**config.mk**
```make
export PLATFORM = sky130hd
export DESIGN_NAME = cbm_blanking
export DESIGN_NICKNAME = d
export VERILOG_FILES = /design/src/verilog/cbm_pkg.sv /design/src/verilog/cbm_blanking.sv
export VERILOG_INCLUDE_DIRS = /design/src /design/src/verilog
export SDC_FILE = /design/constraint.sdc
export NUM_CORES = 1
export LEC_CHECK = 0
export BUFFER_PORTS_ARGS = -buffer_cell sky130_fd_sc_hd__buf_2
export CORE_ASPECT_RATIO = 0.75
export CORE_UTILIZATION = 45
export CTS_CLUSTER_SIZE = 10
export DETAILED_ROUTE_END_ITERATION = 10
export PLACE_DENSITY_LB_ADDON = 0.05
export SLEW_MARGIN = 20
export SYNTH_ARGS = -nofsm -noshare
export SYNTH_HDL_FRONTEND = slang
export SYNTH_SLANG_ARGS = --single-unit
```
**constraint.sdc**
```tcl
create_clock -name CLK_IN -period 3.4 [get_ports CLK_IN]
set_input_delay 0 -clock CLK_IN [delete_from_list [all_inputs] [get_ports CLK_IN]]
set_output_delay 0 -clock CLK_IN [all_outputs]
set_load 0.005 [all_outputs]
```
**src/verilog/cbm_defs.svh**
```systemverilog
// Purpose: Register map, field positions and codes of the comparator blanking mask.
// Assumes: One 32-bit APB word per register; 16 bits of data sit in the low half.
// Notes: Definitions only.
`ifndef CBM_DEFS_SVH
`define CBM_DEFS_SVH

`define CBM_ADDR_W 12
`define CBM_SRC_OFS 12'h000
`define CBM_GATE_OFS 12'h004

`define CBM_SRC_RST 16'h0000
`define CBM_GATE_RST 16'h0000
`define CBM_SRC_WMASK 16'h0fff
`define CBM_GATE_WMASK 16'hbfff

`define CBM_SRC_C_LSB 8
`define CBM_SRC_B_LSB 4
`define CBM_SRC_A_LSB 0
`define CBM_SRC_UNUSED_LSB 12

`define CBM_LVL_BIT 15
`define CBM_RSVD_BIT 14
`define CBM_OR_C_T_BIT 13
`define CBM_OR_C_N_BIT 12
`define CBM_OR_B_T_BIT 11
`define CBM_OR_B_N_BIT 10
`define CBM_OR_A_T_BIT 9
`define CBM_OR_A_N_BIT 8
`define CBM_AND_N_OR_BIT 7
`define CBM_AND_T_OR_BIT 6
`define CBM_AND_C_T_BIT 5
`define CBM_AND_C_N_BIT 4
`define CBM_AND_B_T_BIT 3
`define CBM_AND_B_N_BIT 2
`define CBM_AND_A_T_BIT 1
`define CBM_AND_A_N_BIT 0

`define CBM_CODE_PWM_GEN1_LOW_OUT 4'h0
`define CBM_CODE_PWM_GEN6_HIGH_OUT 4'hb
`define CBM_CODE_TRIG18 4'hc
`define CBM_CODE_TRIG19 4'hd
`define CBM_CODE_FAULT_INPUT_2 4'he
`define CBM_CODE_FAULT_INPUT_4 4'hf

`endif

```
**src/verilog/cbm_pkg.sv**
```systemverilog
// Purpose: Types shared by the comparator blanking mask.
// Assumes: Six PWM generators with a low and a high output each.
// Notes: Constants live in cbm_defs.svh.
package cbm_pkg;

   typedef struct packed {
      logic fault_input_4;
      logic fault_input_2;
      logic trigger_gen_out_19;
      logic trigger_gen_out_18;
      logic [5:0] pwm_high;
      logic [5:0] pwm_low;
   } cbm_src_t;

   typedef struct packed {
      logic [3:0] mask_c_source;
      logic [3:0] mask_b_source;
      logic [3:0] mask_a_source;
   } cbm_sel_t;

endpackage : cbm_pkg

```
**src/verilog/cbm_blanking.sv**
```systemverilog
// Purpose: Blanking mask of one comparator channel with its two APB registers.
// Assumes: CMP_IN is the polarity-adjusted comparator output, synchronous to CLK_IN.
// Notes: Instantiate once per channel; the blanked output lags its inputs by one clock.
`timescale 1ns/1ps
`include "cbm_defs.svh"

// Operation
// - Three 4-bit source fields C, B, A
// - Codes 0-11 pick PWM low/high outputs
// - Codes 12-15 pick triggers and faults
// - Unused bits ignore writes, read zero
// - Bit 15 picks the blanked level
// - Bit 13 feeds true C to OR
// - Bit 12 feeds inverted C to OR
// - Bit 11 feeds true B to OR
// - Bit 10 feeds inverted B to OR
// - Bit 9 feeds true A to OR
// - Bit 8 feeds inverted A to OR
// - Bit 7 feeds inverted AND to OR
// - Bit 6 feeds true AND to OR
// - Bit 5 feeds true C to AND
// - Bits 3, 2 feed B to AND
// - Bits 1, 0 feed A to AND
module cbm_blanking (
   input wire logic CLK_IN,
   input wire logic RESETN_IN,
   input wire logic PSEL_IN,
   input wire logic PENABLE_IN,
   input wire logic PWRITE_IN,
   input wire logic [`CBM_ADDR_W-1:0] PADDR_IN,
   input wire logic [31:0] PWDATA_IN,
   input wire logic [3:0] PSTRB_IN,
   output logic PREADY_OUT,
   output logic [31:0] PRDATA_OUT,
   output logic PSLVERR_OUT,
   input wire cbm_pkg::cbm_src_t SRC_IN,
   input wire logic CMP_IN,
   output logic BLANK_ACTIVE_OUT,
   output logic CMP_BLANKED_OUT
);

   // Maps a 4-bit source code onto the sixteen candidate signals
   function automatic logic pick_source(input logic [3:0] code,
                                        input cbm_pkg::cbm_src_t s);
      logic [15:0] v;
      v = 16'h0000;
      for (int k = 0; k < 6; k++) begin
         v[2*k] = s.pwm_low[k];
         v[2*k+1] = s.pwm_high[k];
      end
      v[`CBM_CODE_TRIG18] = s.trigger_gen_out_18;
      v[`CBM_CODE_TRIG19] = s.trigger_gen_out_19;
      v[`CBM_CODE_FAULT_INPUT_2] = s.fault_input_2;
      v[`CBM_CODE_FAULT_INPUT_4] = s.fault_input_4;
      return v[code];
   endfunction : pick_source

   // Merges byte lanes of a write into a 16-bit register, keeping unused bits at zero
   function automatic logic [15:0] merge16(input logic [15:0] old,
                                           input logic [31:0] wdata,
                                           input logic [3:0] strb,
                                           input logic [15:0] wmask);
      logic [15:0] m;
      m = old;
      if (strb[0]) begin
         m[7:0] = wdata[7:0];
      end
      if (strb[1]) begin
         m[15:8] = wdata[15:8];
      end
      return m & wmask;
   endfunction : merge16

   logic [15:0] src_r;
   logic [15:0] src_nxt;
   logic [15:0] gate_r;
   logic [15:0] gate_nxt;
   logic pready_r;
   logic [31:0] prdata_r;
   logic [31:0] prdata_nxt;
   logic pslverr_r;
   logic blank_r;
   logic cmp_out_r;

   // APB decode
   wire logic setup_phase = PSEL_IN && !PENABLE_IN && !pready_r;
   wire logic access_done = PSEL_IN && PENABLE_IN && pready_r;
   wire logic hit_src = (PADDR_IN == `CBM_SRC_OFS);
   wire logic hit_gate = (PADDR_IN == `CBM_GATE_OFS);
   wire logic hit_any = hit_src || hit_gate;
   wire logic wr_src = access_done && PWRITE_IN && hit_src;
   wire logic wr_gate = access_done && PWRITE_IN && hit_gate;

   // Unused bit positions are masked off at write time, so reads show zero
   assign src_nxt = wr_src ?
      merge16(src_r, PWDATA_IN, PSTRB_IN, `CBM_SRC_WMASK) : src_r;
   assign gate_nxt = wr_gate ?
      merge16(gate_r, PWDATA_IN, PSTRB_IN, `CBM_GATE_WMASK) : gate_r;
   assign prdata_nxt = hit_src ? {16'h0000, src_r} :
                       hit_gate ? {16'h0000, gate_r} : 32'h0000_0000;

   // Registers
   always_ff @(posedge CLK_IN) begin
      if (!RESETN_IN) begin
         src_r <= `CBM_SRC_RST;
         gate_r <= `CBM_GATE_RST;
      end else begin
         src_r <= src_nxt;
         gate_r <= gate_nxt;
      end
   end

   // Answer prepared in the setup cycle, so every access has no wait state
   always_ff @(posedge CLK_IN) begin
      if (!RESETN_IN) begin
         pready_r <= 1'b0;
         prdata_r <= 32'h0000_0000;
         pslverr_r <= 1'b0;
      end else begin
         pready_r <= setup_phase;
         prdata_r <= (setup_phase && !PWRITE_IN) ? prdata_nxt : 32'h0000_0000;
         pslverr_r <= setup_phase && !hit_any;
      end
   end

   // Field views
   cbm_pkg::cbm_sel_t sel;
   assign sel.mask_c_source = src_r[`CBM_SRC_C_LSB +: 4];
   assign sel.mask_b_source = src_r[`CBM_SRC_B_LSB +: 4];
   assign sel.mask_a_source = src_r[`CBM_SRC_A_LSB +: 4];

   wire logic masking_level_select = gate_r[`CBM_LVL_BIT];
   wire logic mask_c_signal = pick_source(sel.mask_c_source, SRC_IN);
   wire logic mask_b_signal = pick_source(sel.mask_b_source, SRC_IN);
   wire logic mask_a_signal = pick_source(sel.mask_a_source, SRC_IN);

   // AND gate; each input that is not enabled drops out as a logic one
   wire logic and_c_t = !gate_r[`CBM_AND_C_T_BIT] || mask_c_signal;
   wire logic and_c_n = !gate_r[`CBM_AND_C_N_BIT] || !mask_c_signal;
   wire logic and_b_t = !gate_r[`CBM_AND_B_T_BIT] || mask_b_signal;
   wire logic and_b_n = !gate_r[`CBM_AND_B_N_BIT] || !mask_b_signal;
   wire logic and_a_t = !gate_r[`CBM_AND_A_T_BIT] || mask_a_signal;
   wire logic and_a_n = !gate_r[`CBM_AND_A_N_BIT] || !mask_a_signal;
   // An AND gate with no input enabled reads low, so an empty gate blanks only through bit 7 (inverted AND to OR)
   wire logic and_any = |gate_r[`CBM_AND_C_T_BIT:`CBM_AND_A_N_BIT];
   wire logic mask_and_output = and_any && and_c_t && and_c_n && and_b_t
                                && and_b_n && and_a_t && and_a_n;

   // OR gate; disabled inputs drop out as a logic zero
   wire logic or_c_t = gate_r[`CBM_OR_C_T_BIT] && mask_c_signal;
   wire logic or_c_n = gate_r[`CBM_OR_C_N_BIT] && !mask_c_signal;
   wire logic or_b_t = gate_r[`CBM_OR_B_T_BIT] && mask_b_signal;
   wire logic or_b_n = gate_r[`CBM_OR_B_N_BIT] && !mask_b_signal;
   wire logic or_a_t = gate_r[`CBM_OR_A_T_BIT] && mask_a_signal;
   wire logic or_a_n = gate_r[`CBM_OR_A_N_BIT] && !mask_a_signal;
   wire logic or_and_n = gate_r[`CBM_AND_N_OR_BIT] && !mask_and_output;
   wire logic or_and_t = gate_r[`CBM_AND_T_OR_BIT] && mask_and_output;
   wire logic blank_nxt = or_c_t || or_c_n || or_b_t || or_b_n || or_a_t
                          || or_a_n || or_and_n || or_and_t;

   // Level select 1 holds the output high (hides low assertions), 0 holds it low
   wire logic cmp_nxt = blank_nxt ? masking_level_select : CMP_IN;

   // Registered so that the outputs are glitch free despite the gate network
   always_ff @(posedge CLK_IN) begin
      if (!RESETN_IN) begin
         blank_r <= 1'b0;
         cmp_out_r <= 1'b0;
      end else begin
         blank_r <= blank_nxt;
         cmp_out_r <= cmp_nxt;
      end
   end

   assign PREADY_OUT = pready_r;
   assign PRDATA_OUT = prdata_r;
   assign PSLVERR_OUT = pslverr_r;
   assign BLANK_ACTIVE_OUT = blank_r;
   assign CMP_BLANKED_OUT = cmp_out_r;
endmodule : cbm_blanking

```
==> flow_metrics.py, run 1 <==
metrics = {
    "outcome": {
        "status": "complete, but fails checks",
        "failed_checks": "DRC",
    },
    "synthesis": {
        "ys_types": 27,
        "ys_seq_area_frac": 0.4046,
        "muxShareOfSynthArea": 0.3101,
        "yosysTopAreaCell": "dfxtp_1",
        "syn_avg_cell_area_um2": 11.10,
        "synth_top_family_by_area": "multiplexers",
        "yosys_warnings": 0,
        "yosys.area_share.simple": 0.1495,
        "synthCells": 205,
        "synth_top_area_share": 0.4046,
        "synth-xor-area-share": 0,
        "synthTopCellsByArea": "dfxtp_1 (40%), mux2i_1 (17%), mux4_2 (9.9%), nor2b_1 (6.6%), buf_4 (5.6%)",
        "yosys.area_share.adder": 0,
        "synth_area_mm2": 0.002276,
        "synth_seq_cells": 46,
        "synth-compound-area-share": 0.06102,
    },
    "critical_path": {
        "start_kind": "register",
        "rr_worst_depth": 6,
        "crit_type": "register to register",
        "r2r_start": "src_r[9]",
        "crit_path_start": "src_r[9]",
        "critPathArrivalTime_ns": 2.75,
        "crit_path_max_fanout": 6,
        "worst_setup_path_end_kind": "register",
        "worstPathRequired_ns": 3.60,
        "r2r_slack_ns": 0.85,
    },
    "placed_design": {
        "dp.cells": 327,
        "dpl.hpwl_mm": 3.872,
        "place_congestion": 0.7741,
        "place_area_mm2": 0.002601,
        "numPortBuffers": 69,
    },
    "pwr": {
        "p_leak_nw": 1.159,
        "finalPower_uw": 977.6,
        "peakVddDrop_mv": 0.2563,
        "powerDensity_mw_per_mm2": 337.9,
    },
    "cts": {
        "path_clk_slew_ns": 0.08,
        "cts_made_buffers": 5,
        "clk_latency_ns": 0.30,
        "root_buffer": "clkbuf_8",
        "clockBufferDepth": 2,
        "htree_levels": 2,
        "ctsResizeCount": 0,
        "numClockSinks": 46,
        "cts_tree": "yes",
    },
    "finish": {
        "seqCellArea_um2": 920.9,
        "diodes": 0,
        "nets": 364,
        "layout-drive-gt1-share": 0.3119,
        "fill_cells": 463,
        "fin_cells": 355,
        "final_cell_area_mm2": 0.002893,
        "area_growth_pct": 27.10,
        "multi_input_area_mm2": 0.001249,
    },
    "floorplan": {
        "die_width_um": 84.12,
        "initial_utilization": 0.4671,
        "die_area_mm2": 0.005349,
        "ios": 106,
        "core_area_mm2": 0.004872,
        "die_h_um": 63.59,
        "row_count": 22,
    },
    "global_routing": {
        "grt_max_degree": 32,
        "grtUsageMet3": 0.06815,
        "use_met1": 0.3055,
        "top_usage_layer": "met2",
        "grt_usage": 0.2163,
        "grt_antenna_before_repair": 0,
        "grt_pass1_vias": 1669,
        "grt.overflow.total": 0,
        "grt_pass1_wl_mm": 8.569,
        "grtUsageMet2": 0.3064,
    },
    "route": {
        "via_per_inst": 5.149,
        "drc": 16,
        "wl_per_cell_um": 15.37,
        "drtIter0Drc": 79,
        "wirelength_mm": 5.457,
        "vias": 1828,
        "drtAntennaViolNets": 0,
        "dr.pass1.iters": 7,
    },
    "min_path": {
        "hold_start": "PSEL_IN",
        "holdPathStages": 4,
        "hp-class": "primary input to register",
    },
    "timing": {
        "fin_crit_sh": 0.7497,
        "tns_ns": 0,
        "final-max-slew-violation-count": 0,
        "fin_crit_ns": 2.549,
        "setup_viol": 0,
        "hold_viol": 0,
        "relSlewSlack": 0.5200,
        "tightest_slew_ns": 0.7174,
        "fmax_ghz": 0.3923,
        "grt_setup_unrepaired": "no",
        "finalClockSkew_ns": 0.002704,
    },
    "job": {
        "drv_cap": 0,
    },
}
## per-layer routing
layer / part of all wire / routed length [µm]
met5: 0 / 0
met4: 0.015 / 83
met3: 0.081 / 444
met2: 0.42 / 2284
met1: 0.48 / 2645
## placed cells by master (no fill, tap or decap), drive strengths merged
cell,Yosys,layout
nor2b,24,24
conb,1,17
nand3,1,1
mux4,13,13
dfxtp,46,46
a41oi,1,1
nor3,1,1
nand2b,3,3
mux2,1,1
a211o,1,1
and2,4,4
mux2i,39,39
o21ai,4,4
inv,1,1
a21boi,4,4
clkinv,0,1
nor2,11,11
a22o,8,8
and4,2,2
nand2,12,12
nor4,4,4
buf,19,70
clkbuf,5,7
dlygate4sd3,0,20
## cells in the mapped netlist
cell,count
a211o_1,1
a21boi_0,4
a22o_1,7
a22o_2,1
a41oi_1,1
and2_1,4
and4_1,2
buf_2,1
buf_4,17
buf_6,1
clkbuf_1,5
conb_1,1
dfxtp_1,46
inv_1,1
mux2_2,1
mux2i_1,39
mux4_1,3
mux4_2,10
nand2_1,12
nand2b_1,3
nand3_1,1
nor2_1,8
nor2_2,3
nor2b_1,24
nor3_1,1
nor4_1,4
o21ai_0,4
## cell type report
class	instances	area share
Multi-Input combinational cell	150	0.4317
Tap cell	60	0.02595
Clock buffer	7	0.02984
Clock inverter	1	0.001730
Timing Repair Buffer	90	0.1912
Inverter	1	0.001298
Sequential cell	46	0.3183
## worst max-delay path, cell delays in order, from the launching register on
cell     delay [ns]
dfxtp_1        0.50
mux4_1         0.62
mux4_2         0.54
mux2i_1        0.15
and4_1         0.16
a211o_1        0.32
and2_1         0.16
## worst paths after layout
path,end
worst max-delay path,BLANK_ACTIVE_OUT
worst max register to register,BLANK_ACTIVE_OUT
worst min register to register,CMP_BLANKED_OUT
worst min-delay path,PSLVERR_OUT
## power breakdown
part	internal [mW]	leakage, nW	switching, mW
clock	0.164	0.0482	0.180
sequential	0.540	0.371	0.000538
combinational	0.0553	0.740	0.0382
## flip-flops by register name, summed over array words and instances, names as in the netlist
name,flops
PREADY_OUT,1
PSLVERR_OUT,1
CMP_BLANKED_OUT,1
BLANK_ACTIVE_OUT,1
PRDATA_OUT,15
src_r,12
gate_r,15
## cell families (layout without fill, tap and decap cells)
| logic type | count (synthesis) | after routing |
|---|---|---|
| buffers and inverters | 25 | 99 |
| flip-flops | 46 | 46 |
| other | 1 | 17 |
| AND/OR/NAND/NOR | 62 | 62 |
| AO/OA/AOI/OAI | 18 | 18 |
| multiplexers | 53 | 53 |
## per-stage QoR
stage	hold WS [ns]	worst slack [ns]	util
final	0.06106	0.8509	0.5937
after global routing	0.07827	0.7561	0.5937
after CTS	0.05428	0.8728	0.5937
after detailed placement	0.2042	0.8878	0.5339
after global placement	0.2066	0.8788	0.5339
after floorplan	0.09497	1.114	-
## what timing repair did
item | 4_1_cts | 5_1_grt
hold endpoints to repair | 30 | 0
setup buffers | 0 | 0
hold buffers | 20 | 0
No activity file was read; power rests on OpenSTA's default activity.
==> run 2: changes to the inputs <==
- CORE_UTILIZATION: 45 -> 42
- clock period: 3.4 -> 2.2 ns (I/O delays scaled with it)
==> run 2 against run 1 <==
Net effect:
- the run ends with setup timing left
- critical path type unchanged
- clock power is 53% higher
- sequential cell count stayed put
- count of clock-buffer cells in the layout is 2 lower
- clock skew is 0.0087 ns higher
- cell area is 3.7% higher
- sequential power is 54% higher
- maximum frequency is 12% higher
- worst hold slack worse by 0.0032 ns
- sequential share of layout area is 0.93 points lower
- setup slack worse by 0.92 ns
==> flow_metrics.py, run 2 (synthesized netlist as in run 1, its figures left out) <==
metrics = {
    "route": {
        "wl_per_cell_um": 13.47,
        "dr.pass1.iters": 4,
        "drtAntennaViolNets": 0,
        "via_per_inst": 4.832,
        "drc": 0,
        "drtIter0Drc": 118,
        "wirelength_mm": 5.118,
        "vias": 1836,
    },
    "timing": {
        "fin_crit_ns": 2.268,
        "final-max-slew-violation-count": 0,
        "hold_viol": 0,
        "setup_slack_ns": -0.06839,
        "tns_ns": -0.1271,
        "setup_viol": 2,
        "holdWs_ns": 0.05783,
        "fmax_ghz": 0.4408,
        "finalClockSkew_ns": 0.01136,
        "tightest_slew_ns": 0.5090,
        "fin_crit_sh": 1.031,
        "relSlewSlack": 0.6603,
        "grt_setup_unrepaired": "yes",
    },
    "critical_path": {
        "critPathArrivalTime_ns": 2.48,
        "worst_setup_path_end_kind": "register",
        "crit_type": "register to register",
        "start_kind": "register",
        "worstPathRequired_ns": 2.41,
        "crit_path_max_fanout": 5,
    },
    "global_routing": {
        "grt_antenna_before_repair": 0,
        "grt.overflow.total": 0,
        "grt_pass1_wl_mm": 8.004,
        "grt_max_degree": 31,
        "grt_usage": 0.1860,
        "grt_pass1_vias": 1650,
    },
    "pwr": {
        "p_sw_uw": 355.1,
        "comb_power_share": 0.095,
        "p_leak_nw": 1.209,
        "finalPower_mw": 1.502,
        "peakVddDrop_mv": 0.2840,
        "power_frac_seq": 0.555,
        "clockPowerShare": 0.350,
        "switching_share": 0.2364,
        "powerDensity_mw_per_mm2": 500.6,
        "p_int_mw": 1.147,
    },
    "finish": {
        "nets": 377,
        "diodes": 0,
        "mostFrequentLayoutCell": "buf_2",
        "final_cell_area_mm2": 0.003000,
        "layout_common_cells": "buf_2 (69), dfxtp_1 (43), mux2i_1 (38)",
        "layout-drive-gt1-share": 0.3734,
        "area_growth_pct": 31.83,
    },
    "floorplan": {
        "initial_utilization": 0.4518,
        "row_count": 22,
        "ios": 106,
        "core_area_mm2": 0.005037,
        "die_h_um": 65.75,
        "die_width_um": 87,
        "die_area_mm2": 0.005720,
    },
    "placed_design": {
        "place_congestion": 0.8487,
        "numPortBuffers": 69,
        "place_area_mm2": 0.002719,
        "dpl.hpwl_mm": 3.997,
    },
    "job": {
        "drv_cap": 0,
    },
    "outcome": {
        "failed_checks": "setup timing",
        "status": "complete, but fails checks",
    },
    "cts": {
        "path_clk_slew_ns": 0.09,
        "cts_made_buffers": 5,
        "clockBufferDepth": 2,
        "htree_levels": 2,
        "cts_tree": "yes",
        "root_buffer": "clkbuf_8",
        "cts_setup_buffers": 0,
        "numClockSinks": 46,
        "clk_latency_ns": 0.30,
    },
    "min_path": {
        "hp-class": "primary input to register",
    },
}
==> run 2: cell count changes in the layout (fill, tap and decap cells not counted), moves of 2 or more <==
cell	previous run	this run
buf_4	1	16
dfxtp_1	46	43
mux4_1	3	0
mux4_2	10	13
clkinvlp_4	0	2
dfxtp_2	0	2
dlygate4sd3_1	20	18
==> run 2: area by class of cell <==
type / count / area (µm²)
inverter: 1 / 3.754
clock inverter: 3 / 23.77
tap: 72 / 90.09
fill: 472 / 2037
clock buffer: 5 / 68.82
sequential: 46 / 927.1
timing repair buffer: 103 / 645.6
multi-input combinational: 150 / 1241
==> run 2: path summary, 6_finish.rpt <==
| check | start | endpoint | slack [ns] | depth (start not counted) |
|---|---|---|---|---|
| setup reg to reg | src_r[9] | BLANK_ACTIVE_OUT | -0.07 | 6 |
| setup / recovery | src_r[9] | BLANK_ACTIVE_OUT | -0.07 | 6 |
| hold / removal | PSEL_IN | PSLVERR_OUT | 0.06 | 4 |
| hold reg to reg | gate_r[15] | CMP_BLANKED_OUT | 0.49 | 2 |
==> run 2: critical path, cell delays in order, from the launching register on <==
cell and delay, ns:
dfxtp_4 0.40, mux4_2 0.49, mux4_2 0.54, mux2i_2 0.18
and4_1 0.15, a211o_1 0.28, and2_1 0.14
==> run 2: through the flow <==
step | setup WS, ns | util | std cells
4_1_cts | -0.06141 | 0.5946 | 380
6_report | -0.06839 | 0.5956 | 380
3_5_place_dp | -0.1379 | 0.5397 | 354
5_1_grt | -0.1766 | 0.5956 | 380
3_3_place_gp | -0.1045 | 0.5397 | 354
2_1_floorplan | -0.03552 | - | 221
==> run 2: power by group through the flow <==
stage                     sequential, mW  clock [mW]  combinational, mW
after global routing               0.834       0.579              0.156
after global placement             0.855           0              0.117
after CTS                          0.834       0.542              0.142
after floorplan                    0.855           0             0.0726
after detailed placement           0.855           0              0.117
final                              0.834       0.526              0.143
==> run 2: routing by layer <==
| metal | global-route usage | vias up | wire, µm |
|---|---|---|---|
| li1 | - | 902 | - |
| met1 | 0.2761 | 843 | 2689 |
| met2 | 0.2667 | 85 | 1985 |
| met3 | 0.04523 | 6 | 398 |
| met4 | 0.05000 | 0 | 44 |
| met5 | 0 | - | 0 |
==> run 2: timing repair <==
action                     4_1_cts  5_1_grt
hold endpoints to repair        29        0
pin swaps                        2        0
resized for setup                2        2
setup endpoints to repair        2        2
hold buffers                    18        0
==> run 3: changes to the inputs <==
- CORE_UTILIZATION: 42 -> 45
- clock period: 2.2 -> 2.88 ns (I/O delays scaled with it)
==> run 3 against run 2 <==
Net effect:
- the run ends with DRC left
- routed wire length increased by 1.1%
- first-iteration DRC count grew 38%
- non-clock buffer count down 12
- sequential cell count unchanged
- utilization is 0.91 points higher
- count of clock-buffer cells in the layout is 1 higher
- cell area is 1.8% lower
- clock power rose by 11%
- setup slack gained 0.41 ns
- combinational power fell by 24%
- critical path depth unchanged
- largest power group unchanged
- highest routed layer unchanged
==> flow_metrics.py, run 3 (synthesized netlist as in run 1, its figures left out) <==
metrics = {
    "route": {
        "drtAntennaViolNets": 0,
        "dr.pass1.iters": 7,
        "drc": 16,
        "wl_per_cell_um": 14.54,
        "via_per_inst": 5.081,
        "drtIter0Drc": 163,
        "vias": 1809,
        "wirelength_mm": 5.176,
    },
    "global_routing": {
        "grt_max_degree": 32,
        "grt_antenna_before_repair": 0,
        "grt_usage": 0.2046,
        "grt.overflow.total": 0,
        "grt_pass1_wl_mm": 8.266,
        "grt_pass1_vias": 1639,
    },
    "timing": {
        "tns_ns": 0,
        "finalClockSkew_ns": 0.006585,
        "relSlewSlack": 0.6046,
        "setup_viol": 0,
        "grt_setup_unrepaired": "no",
        "fin_crit_ns": 2.542,
        "fmax_ghz": 0.3934,
        "final-max-slew-violation-count": 0,
        "hold_viol": 0,
        "tightest_slew_ns": 0.5925,
        "fin_crit_sh": 0.8826,
    },
    "critical_path": {
        "start_kind": "register",
        "slowest_delay_ns": 0.61,
        "cpMaxStageDelayCell": "mux4_1",
        "crit_type": "register to register",
        "worst_setup_path_end_kind": "register",
        "worstPathRequired_ns": 3.07,
        "critPathArrivalTime_ns": 2.73,
        "crit_chain": "mux4_1, mux4_2, mux2i_1, a41oi_1, a211o_1, and2_1",
        "crit_path_max_fanout": 6,
    },
    "cts": {
        "path_clk_slew_ns": 0.09,
        "clockBufferDepth": 2,
        "cts_made_buffers": 5,
        "numClockSinks": 46,
        "ctsResizeCount": 0,
        "cts_tree": "yes",
        "clk_latency_ns": 0.29,
        "root_buffer": "clkbuf_8",
        "htree_levels": 2,
        "cts_setup_buffers": 0,
    },
    "pwr": {
        "p_leak_nw": 1.188,
        "powerDensity_mw_per_mm2": 451.8,
        "peakVddDrop_mv": 0.2752,
        "finalPower_mw": 1.331,
    },
    "placed_design": {
        "place_congestion": 0.7854,
        "numPortBuffers": 69,
        "dpl.hpwl_mm": 3.826,
    },
    "finish": {
        "area_growth_pct": 29.47,
        "layout_common_cells": "buf_2 (69), dfxtp_1 (46), mux2i_1 (39)",
        "fill_cells": 440,
        "nets": 365,
        "mostFrequentLayoutCell": "buf_2",
        "diodes": 0,
        "layout-drive-gt1-share": 0.3243,
    },
    "floorplan": {
        "die_width_um": 84.12,
        "initial_utilization": 0.4671,
        "die_h_um": 63.59,
        "core_area_mm2": 0.004872,
        "row_count": 22,
        "die_area_mm2": 0.005349,
        "ios": 106,
    },
    "job": {
        "drv_cap": 0,
    },
    "outcome": {
        "failed_checks": "DRC",
        "status": "complete, but fails checks",
    },
    "min_path": {
        "hp-class": "primary input to register",
    },
}
run 3: cell count changes in the layout (fill, tap and decap cells not counted), sizes merged:
cell | before | now
bufinv | 0 | 2
buf | 85 | 73
inv | 2 | 1
clkbuf | 5 | 6
clkinvlp | 2 | 0
run 3: per-stage QoR:
step                      utilization  hold slack, ns  area [µm²]  std cells  worst slack [ns]
after floorplan                     -         0.09497        2336        221            0.5939
after global placement         0.5385          0.2034        2624        330            0.3945
after detailed placement       0.5385          0.2093        2624        330            0.3801
after global routing           0.6048         0.08243        2947        356            0.2795
final                          0.6048         0.07096        2947        356            0.3383
after CTS                      0.6048         0.06783        2947        356            0.3565
run 3: path summary, 6_finish.rpt:
path | slack (ns) | cells past startpoint | endpoint | startpoint
worst min-delay path | 0.07 | 4 | PSLVERR_OUT | PSEL_IN
worst max-delay path | 0.34 | 6 | BLANK_ACTIVE_OUT | src_r[9]
worst max register to register | 0.34 | 6 | BLANK_ACTIVE_OUT | src_r[9]
worst min register to register | 0.48 | 2 | CMP_BLANKED_OUT | gate_r[15]
run 3: worst max-delay path: cells and delay by family (launching register included):
| family | cells | cell delay, ns |
|---|---|---|
| AO/OA/AOI/OAI | 2 | 0.45 |
| flip-flops | 1 | 0.49 |
| multiplexers | 3 | 1.35 |
| AND/OR/NAND/NOR | 1 | 0.16 |
run 3: per-layer routing:
metal / vias up / global-route usage / share of wire
met3: 2 / 0.04849 / 0.077
met1: 841 / 0.2993 / 0.51
met4: 0 / 0.05172 / 0.0046
met5: - / 0 / 0
met2: 84 / 0.3023 / 0.41
li1: 882 / - / -
run 3: layout make-up:
cell class                      count  area [µm²]  area share
Timing Repair Buffer               91       555.5      0.1885
Clock inverter                      2       60.06     0.02038
Inverter                            1       3.754    0.001274
Multi-Input combinational cell    150        1249      0.4238
Sequential cell                    46       920.9      0.3125
Tap cell                           60       75.07     0.02548
Clock buffer                        6       82.58     0.02803
run 3: power breakdown:
| part | internal, mW | switching, mW | total, mW |
|---|---|---|---|
| clock network | 0.370 | 0.216 | 0.586 |
| logic | 0.0644 | 0.0433 | 0.108 |
| registers | 0.637 | 0.000691 | 0.638 |
run 3: repair_timing:
item | in CTS | in global routing
endpoints found under the setup margin | 0 | 0
hold buffers | 18 | 0
endpoints found under the hold margin | 29 | 0
